--- config.mk ---
export PLATFORM = sky130hd
export DESIGN_NAME = vdc_top
export DESIGN_NICKNAME = d
export VERILOG_FILES = /design/src/design/vdc_pkg.sv /design/src/design/vdc_top.sv /design/src/design/vdc_chan.sv
export SDC_FILE = /design/constraint.sdc
export NUM_CORES = 1
export LEC_CHECK = 0
export ABC_AREA = 1
export BUFFER_PORTS_ARGS = -buffer_cell sky130_fd_sc_hd__buf_4
export CAP_MARGIN = 20
export CORE_MARGIN = 2
export CORE_UTILIZATION = 35
export CTS_BUF_LIST = sky130_fd_sc_hd__clkbuf_16
export DETAILED_ROUTE_END_ITERATION = 7
export PLACE_DENSITY = 0.47
export RECOVER_POWER = 50
export SYNTH_ARGS = -nofsm -noshare
export SYNTH_HDL_FRONTEND = slang
export SYNTH_HIERARCHICAL = 1
export SYNTH_SLANG_ARGS = --single-unit
export TNS_END_PERCENT = 30
--- constraint.sdc ---
create_clock -name clk_sys -period 5.2 [get_ports clk_sys]
set_input_delay 0.52 -clock clk_sys [delete_from_list [all_inputs] [get_ports clk_sys]]
set_output_delay 0.52 -clock clk_sys [all_outputs]
set_load 0.005 [all_outputs]
--- src/design/vdc_pkg.sv ---
// Shared constants, carrier structs and state types for the two-channel detector output logic
package vdc_pkg;

    localparam int unsigned CLK_HZ = 20_000_000;
    localparam int unsigned CLK_KHZ = CLK_HZ / 1000;
    localparam int unsigned NUM_CHAN = 2;

    // Least reset pulse width, rounded up to whole cycles
    localparam int unsigned RST_MIN_NS = 15000;
    localparam int unsigned RST_MIN_CYC = (RST_MIN_NS * (CLK_HZ / 1_000_000) + 999) / 1000;
    localparam int unsigned RST_CNT_W = 9;

    // Recovery after reset or power-up; longest time, rounded down
    localparam int unsigned RECOVER_MS = 2000;
    localparam int unsigned RECOVER_CYC = RECOVER_MS * CLK_KHZ;

    // Pulse-mode closure, nominal 150 ms (tolerance 25 ms)
    localparam int unsigned PULSE_MS = 150;
    localparam int unsigned PULSE_CYC = PULSE_MS * CLK_KHZ;

    localparam int unsigned CNT_W = 32;
    localparam int unsigned SYNC_W = 9;

    typedef struct packed {
        logic veh;
        logic fault;
        logic presence_mode;
    } vdc_chan_in_t;

    typedef struct packed {
        logic drive_n;
        logic lamp;
    } vdc_chan_out_t;

    typedef struct packed {
        logic veh_prev;
        logic [CNT_W-1:0] pulse_cnt;
        vdc_chan_out_t out;
    } vdc_chan_state_t;

    localparam vdc_chan_state_t CHAN_RST = '{veh_prev: 1'b0, pulse_cnt: 32'h0, out: '{drive_n: 1'b1, lamp: 1'b0}};

    typedef struct packed {
        logic [SYNC_W-1:0] sync1;
        logic [SYNC_W-1:0] sync2;
        logic [RST_CNT_W-1:0] rst_cnt;
        logic [CNT_W-1:0] rec_cnt;
        logic recovering;
    } vdc_top_state_t;

    // Sync vector layout: {det_reset_n, short[1:0], open[1:0], mode[1:0], veh[1:0]}
    localparam int unsigned SY_VEH = 0;
    localparam int unsigned SY_MODE = 2;
    localparam int unsigned SY_OPEN = 4;
    localparam int unsigned SY_SHORT = 6;
    localparam int unsigned SY_RST = 8;
    localparam logic [SYNC_W-1:0] SYNC_RST = 9'h100;

    localparam vdc_top_state_t TOP_RST = '{sync1: SYNC_RST, sync2: SYNC_RST, rst_cnt: 9'h000,
                                           rec_cnt: 32'h0, recovering: 1'b1};

endpackage

--- src/design/vdc_top.sv ---
// Two-channel detector output unit: input synchronisers, reset qualification, recovery, channels
`timescale 1ns/1ps
module vdc_top #(
    parameter int unsigned RECOVER_CYC = vdc_pkg::RECOVER_CYC,
    parameter int unsigned PULSE_CYC = vdc_pkg::PULSE_CYC
) (
    // Clock and power-on reset
    input wire logic clk_sys,
    input wire logic reset_n,
    // Controller reset pin, ground-true
    input wire logic det_reset_n,
    // Sensing front end, one bit per channel
    input wire logic [1:0] veh_detect,
    input wire logic [1:0] winding_open,
    input wire logic [1:0] winding_short,
    // Front-panel mode switches, 1 = presence
    input wire logic [1:0] mode_presence,
    // Open-collector controller outputs, conducting while oe_n is low
    output logic [1:0] ctl_out_o,
    output logic [1:0] ctl_out_oe_n,
    // Front-panel indicators
    output logic [1:0] ind_lamp
);

    vdc_pkg::vdc_top_state_t st_reg;
    vdc_pkg::vdc_top_state_t st_next;
    vdc_pkg::vdc_chan_in_t chan_in [2];
    vdc_pkg::vdc_chan_out_t chan_out [2];
    logic chan_en;
    logic det_rst_low;

    assign det_rst_low = !st_reg.sync2[vdc_pkg::SY_RST];
    assign chan_en = !st_reg.recovering;

    always_comb
    begin
        st_next = st_reg;
        st_next.sync1 = {det_reset_n, winding_short, winding_open, mode_presence, veh_detect};
        st_next.sync2 = st_reg.sync1;
        if (det_rst_low)
        begin
            // Count how long the pin has been low; short glitches never reach the limit
            if (st_reg.rst_cnt < vdc_pkg::RST_CNT_W'(vdc_pkg::RST_MIN_CYC))
                st_next.rst_cnt = st_reg.rst_cnt + vdc_pkg::RST_CNT_W'(1);
            if (st_reg.rst_cnt == vdc_pkg::RST_CNT_W'(vdc_pkg::RST_MIN_CYC - 1))
            begin
                st_next.recovering = 1'b1;
                st_next.rec_cnt = vdc_pkg::CNT_W'(0);
            end
            else if (st_reg.rst_cnt == vdc_pkg::RST_CNT_W'(vdc_pkg::RST_MIN_CYC))
                st_next.rec_cnt = vdc_pkg::CNT_W'(0);
        end
        else
        begin
            st_next.rst_cnt = vdc_pkg::RST_CNT_W'(0);
        end
        // Recovery time is held while a qualified reset is still on the pin and runs again once the pin is high
        if (st_reg.recovering && !(det_rst_low && st_reg.rst_cnt >= vdc_pkg::RST_CNT_W'(vdc_pkg::RST_MIN_CYC - 1)))
        begin
            if (st_reg.rec_cnt >= vdc_pkg::CNT_W'(RECOVER_CYC - 1))
                st_next.recovering = 1'b0;
            else
                st_next.rec_cnt = st_reg.rec_cnt + vdc_pkg::CNT_W'(1);
        end
    end

    always_ff @(posedge clk_sys or negedge reset_n)
    begin
        if (!reset_n)
            st_reg <= vdc_pkg::TOP_RST;
        else
            st_reg <= st_next;
    end

    // Two independent channel instances with nothing shared but clock, reset and enable
    for (genvar c = 0; c < 2; c++)
    begin : g_chan
        always_comb
        begin
            chan_in[c].veh = st_reg.sync2[vdc_pkg::SY_VEH + c];
            chan_in[c].presence_mode = st_reg.sync2[vdc_pkg::SY_MODE + c];
            chan_in[c].fault = st_reg.sync2[vdc_pkg::SY_OPEN + c] | st_reg.sync2[vdc_pkg::SY_SHORT + c];
        end

        vdc_chan #(
            .PULSE_CYC(PULSE_CYC)
        ) u_chan (
            .clk_sys(clk_sys),
            .reset_n(reset_n),
            .enable(chan_en),
            .inp(chan_in[c]),
            .outp(chan_out[c])
        );

        assign ctl_out_oe_n[c] = chan_out[c].drive_n;
        assign ind_lamp[c] = chan_out[c].lamp;
    end

    // Open collector only ever pulls low
    assign ctl_out_o = 2'h0;

    localparam int unsigned RST_LAST = vdc_pkg::RST_MIN_CYC - 1;

    // Pulse width counter seen from the output pins, gated by the synchronised mode and fault inputs
    logic [vdc_pkg::CNT_W-1:0] low_len [2];
    for (genvar c = 0; c < 2; c++)
    begin : g_len
        always_ff @(posedge clk_sys or negedge reset_n)
        begin
            if (!reset_n)
                low_len[c] <= 32'h0;
            else if (!ctl_out_oe_n[c] && !chan_in[c].fault && !chan_in[c].presence_mode)
                // Only pulse-mode closures are timed; a fault or presence hold restarts the count
                low_len[c] <= low_len[c] + 32'h1;
            else
                low_len[c] <= 32'h0;
        end
    end

    for (genvar c = 0; c < 2; c++)
    begin : g_chk

    end

    for (genvar c = 0; c < 2; c++)
    begin : g_chk_pulse

    end
endmodule

--- src/design/vdc_chan.sv ---
// One detection channel: mode handling, pulse timer, fault override, indicator
`timescale 1ns/1ps
module vdc_chan #(
    parameter int unsigned PULSE_CYC = vdc_pkg::PULSE_CYC
) (
    // Clock and reset
    input wire logic clk_sys,
    input wire logic reset_n,
    // Control from the unit
    input wire logic enable,
    input wire vdc_pkg::vdc_chan_in_t inp,
    // Channel result
    output vdc_pkg::vdc_chan_out_t outp
);

    vdc_pkg::vdc_chan_state_t st_reg;
    vdc_pkg::vdc_chan_state_t st_next;

    always_comb
    begin
        st_next = st_reg;
        // Tracked always, so a car already present at recovery is not a new entry
        st_next.veh_prev = inp.veh;
        if (!enable)
        begin
            st_next.pulse_cnt = vdc_pkg::CNT_W'(0);
            st_next.out = vdc_pkg::CHAN_RST.out;
        end
        else if (inp.fault)
        begin
            st_next.pulse_cnt = vdc_pkg::CNT_W'(0);
            st_next.out.drive_n = 1'b0;
            st_next.out.lamp = 1'b1;
        end
        else if (inp.presence_mode)
        begin
            st_next.pulse_cnt = vdc_pkg::CNT_W'(0);
            st_next.out.drive_n = !inp.veh;
            st_next.out.lamp = inp.veh;
        end
        else
        begin
            st_next.out.lamp = inp.veh;
            if (inp.veh && !st_reg.veh_prev && st_reg.pulse_cnt == vdc_pkg::CNT_W'(0))
            begin
                // One closure per entry; the output is low for exactly PULSE_CYC cycles
                st_next.pulse_cnt = vdc_pkg::CNT_W'(PULSE_CYC);
                st_next.out.drive_n = 1'b0;
            end
            else if (st_reg.pulse_cnt > vdc_pkg::CNT_W'(1))
            begin
                st_next.pulse_cnt = st_reg.pulse_cnt - vdc_pkg::CNT_W'(1);
                st_next.out.drive_n = 1'b0;
            end
            else
            begin
                st_next.pulse_cnt = vdc_pkg::CNT_W'(0);
                st_next.out.drive_n = 1'b1;
            end
        end
    end

    always_ff @(posedge clk_sys or negedge reset_n)
    begin
        if (!reset_n)
            st_reg <= vdc_pkg::CHAN_RST;
        else
            st_reg <= st_next;
    end

    assign outp = st_reg.out;

endmodule

After elaboration in Yosys (flattened, before gate mapping)
Index checks and enable logic that the tools add are counted.
W data, S select, Z words.
- muxes and demuxes: 19
- reduce and logical (&&, ||, !) cells: 15
- $lt $le $gt $ge: 5
- add/sub/neg operators: 4
- bitwise logic cells: 2
- equal/unequal tests: 2
- operators by type and width (kind ; count):
    $mux W34 ; 6
    $mux W33 ; 6
    $mux W32 ; 3
    $gt A32 B1 Y1 const B ; 2
    $logic_not A32 Y1 ; 2
    $sub A32 B1 Y32 const B ; 2
    $add A32 B1 Y32 const B ; 1
    $ge A32 B26 Y1 const B ; 1
    $eq A9 B9 Y1 const B ; 2
    $mux W9 ; 2
    $add A9 B1 Y9 const B ; 1
    $ge A9 B9 Y1 const B ; 1
    $lt A9 B9 Y1 const B ; 1
    $logic_and A1 B1 Y1 ; 6
    $logic_not A1 Y1 ; 6
    $mux W1 ; 2
    $or A1 B1 Y1 ; 2
    $reduce_bool A2 Y1 ; 1
- output and inout bits: 6
- register bits after elaboration: 130
- logic and storage cells: 60
- bits of input ports: 11

Longest topological paths before layout
- depth in word-level cells: 7
- depth in mapped cells: 14
- depth with buffers taken out: 13

Hierarchy
The synthesis kept the hierarchy.
- by module, submodules not included (module ; cells an instance ; seq. area each (um^2) ; times used ; area each (um^2)):
    vdc_chan ; 280 ; 877.1 ; 2 ; 2168.3
    vdc_top ; 551 ; 1505.2 ; 1 ; 3699.8

Worst setup path after synthesis
No wires, ideal clock.
- path type: flip-flop to flip-flop
- start: reg, netlist name st_reg[1]
- end: reg, netlist name st_reg[4]
- cell stages (with the launch flop): 15
- data arrival time: 1.556 ns
- data required time: 5.083 ns
- setup slack: 3.527 ns
- clock period less this slack: 1.673 ns
- buffers on the path: 1
- setup time: 0.117 ns
- path through: dfrtp_1 -> ha_1 -> nand3_2 -> inv_2 -> nand2_4 -> clkinv_2 -> nand2_2 -> nand2_2 -> nand2_4 -> nand2_8 -> buf_6 -> nand2_1 -> nand2_1 -> nand2_1 -> nand2_1

==> results.py <==
metrics = {
    "run_status": {
        "run_status": "finished with violations",
        "failed_checks": "max-capacitance violations, max-slew violations",
    },
    "floorplanning": {
        "die_area_mm2": 0.0242,
        "start_util_pct": 35.6,
        "io_pins": 17,
        "fp-row-count": 55,
        "die_w_um": 156,
        "die_height_um": 156,
        "floorplan.core_area_mm2": 0.0226,
    },
    "synthesis": {
        "yosys.area.top_type": "dfrtp_1",
        "syn_avg_cell_area_um2": 7.23,
        "synth_top_area_share_pct": 38.9,
        "most_instantiated_cells_after_synthesis": "nand2_1, nor2_1, dfrtp_1, inv_1, nand3_1",
        "yosysWarnings": 6,
        "synth-seq-area-share_pct": 40.6,
        "yosys.cell_count.top_type": "nand2_1",
        "synth_cells": 1111,
        "ys_ff_latch": 130,
        "synth.distinct_cells": 38,
        "synthesis.area_mm2": 0.00804,
        "synth_enable_flop_cells": 0,
        "yosys-top-cells-area": "dfrtp_1, nand2_1, nor2_1, inv_1, xor2_1",
        "top_reg_cell_synth": "dfrtp_1",
        "async_reset_ff_share_pct": 100,
    },
    "global_route": {
        "grt_pass1_vias": 6233,
        "global_route.overflow_total": 0,
        "grt_pass1_wl_um": 32000,
        "initial_antenna_violation_count": 0,
        "grtUsageTotal_pct": 16.6,
        "grt_max_degree": 98,
    },
    "timing": {
        "fin_crit_sh_pct": 49.0,
        "finalWorstPathRequiredPeriod_ns": 2.55,
        "fmax_mhz": 392,
        "timing.final.hold_violations": 0,
        "max_slew_margin_pct": -72.9,
        "setup_viol": 0,
        "final_max_slew_viol_count": 98,
        "unrepaired_setup_endpoints_after_global_routing": "false",
        "final_worst_clock_skew_ns": 0.0104,
        "totalNegativeSetupSlack_ns": 0,
        "fin_worst_hold_slack_ns": 0.206,
        "worst-slew-pin-transition_ns": 2.59,
    },
    "cells_and_area": {
        "area_growth_from_synthesis_to_layout_pct": 11.6,
        "share_of_post_route_cells_with_drive_strength_above_1_pct": 13.8,
        "largest_register_ff_count": 66,
        "fillCellCount": 2373,
        "antennaDiodeCount": 0,
        "layout.nets": 1138,
    },
    "critical_path": {
        "arrival_ns": 2.86,
        "crit_path_end_kind": "flop",
        "timing.critical_path.required_ns": 5.51,
        "worst-setup-path-type": "reg2reg",
        "crit_path_max_fanout": 25,
        "start_kind": "flop",
    },
    "placement": {
        "port-buffer-count": 14,
        "hpwl_um": 13400,
        "finalWeightedCongestion": 0.798,
    },
    "clock_tree": {
        "cts-resized-gates": 0,
        "htree_levels": 4,
        "cts_buffer_depth": 2,
        "clk_transition_reported_paths_ns": 0.06,
        "worstSkewPairLatency_ns": 0.42,
        "numCtsBuffers": 17,
        "cts.repair_timing.setup_buffer_count": 0,
        "tritoncts_clock_tree": "yes",
        "cts_root_buf": "clkbuf_16",
        "cts_hold_buffers": 0,
        "clock_sinks": 130,
    },
    "min_path": {
        "worstHoldPathType": "in2reg",
    },
    "drt": {
        "final_antenna_net_count": 0,
        "vias_per_cell": 4.59,
        "post_drt_wl_per_cell_um": 13.4,
        "routed_wirelength_um": 19000,
        "dr_vias": 6515,
        "remaining_drc_errors": 0,
        "drt_iter0_drc": 455,
        "first_pass_iters": 5,
    },
    "flow_run": {
        "max_cap_violations": 1,
    },
}
==> layout make-up <==
class                           instances  area [um2]  area share (%)
Multi-Input combinational cell        846        4180            46.6
Sequential cell                       130        3260            36.3
Clock buffer                           17         425            4.74
Inverter                              110         414            4.62
Tap cell                              285         357            3.97
Clock inverter                         15         228            2.54
Timing Repair Buffer                   15         106            1.19
==> through the flow <==
stage,worst slack [ns],util (%),cells,area [um2]
3_3_place_gp,2.66,36.9,1386,8330
6_report,2.65,39.8,1418,8970
5_1_grt,2.19,39.8,1418,8970
3_5_place_dp,2.64,36.9,1386,8330
2_1_floorplan,3.53,-,1112,8040
4_1_cts,2.63,39.8,1418,8980
==> cell usage in the layout (no fill, tap or decap), types with 4 or more instances in the layout <==
cell	instances
inv_1	99
nor3_1	12
dfrtp_1	125
clkbuf_4	10
nand4_1	26
nor3b_1	4
dfstp_2	4
nor2_1	215
clkbuf_16	17
nand3_1	64
or2_2	4
inv_6	4
a21oi_1	11
bufinv_16	5
ha_1	7
xnor2_1	11
xor2_1	42
nor2_2	45
inv_2	10
o21ai_0	13
nand2_1	333
nor2_4	10
nand2_4	8
nand2_2	15
==> per-layer routing <==
metal / share of wire [%] / GRT usage, %
met1: 50 / 23.1
met5: 0 / 0
met3: 3.6 / 3.17
met4: 1.6 / 4.67
met2: 45 / 26.2
==> path summary, 6_finish.rpt <==
path | startpoint | endpoint | slack, ns | depth (start not counted)
max | st_reg[50] | st_reg[20] | 2.65 | 9
min | det_reset_n | st_next[50] | 0.21 | 1
max reg2reg | st_reg[50] | st_reg[20] | 2.65 | 9
min reg2reg | st_next[43] | chan_in[2] | 0.35 | 0
max in group asynchronous | reset_n | g_chan[0].u_chan/st_reg[20] | 2.69 | 2
min in group asynchronous | reset_n | g_chan[0].u_chan/st_reg[5] | 0.90 | 1
==> kinds of logic after synthesis <==
family                     count (synthesis)  synth area share, %
and+or+nand+nor                          751                 42.7
other                                      1               0.0467
xor gates and xnor gates                  53                 5.78
DFF                                      130                 40.6
buffers and inverters                    136                 7.41
AOI/OAI and AO/OA                         33                 2.46
adders and majority gates                  7                 1.09
==> critical path: stages, from the launching register on <==
cell and delay [ns]:
dfstp_2 0.70, inv_2 0.21, nand2_1 0.13, nor2_1 0.05, nand3_1 0.12, nand4_4 0.41
inv_2 0.54, nand3_1 0.13, nand2_1 0.08, nand2_1 0.04
Power is not shown: default switching activity piles up to over one toggle a cycle in this logic, so the estimate is an artifact.
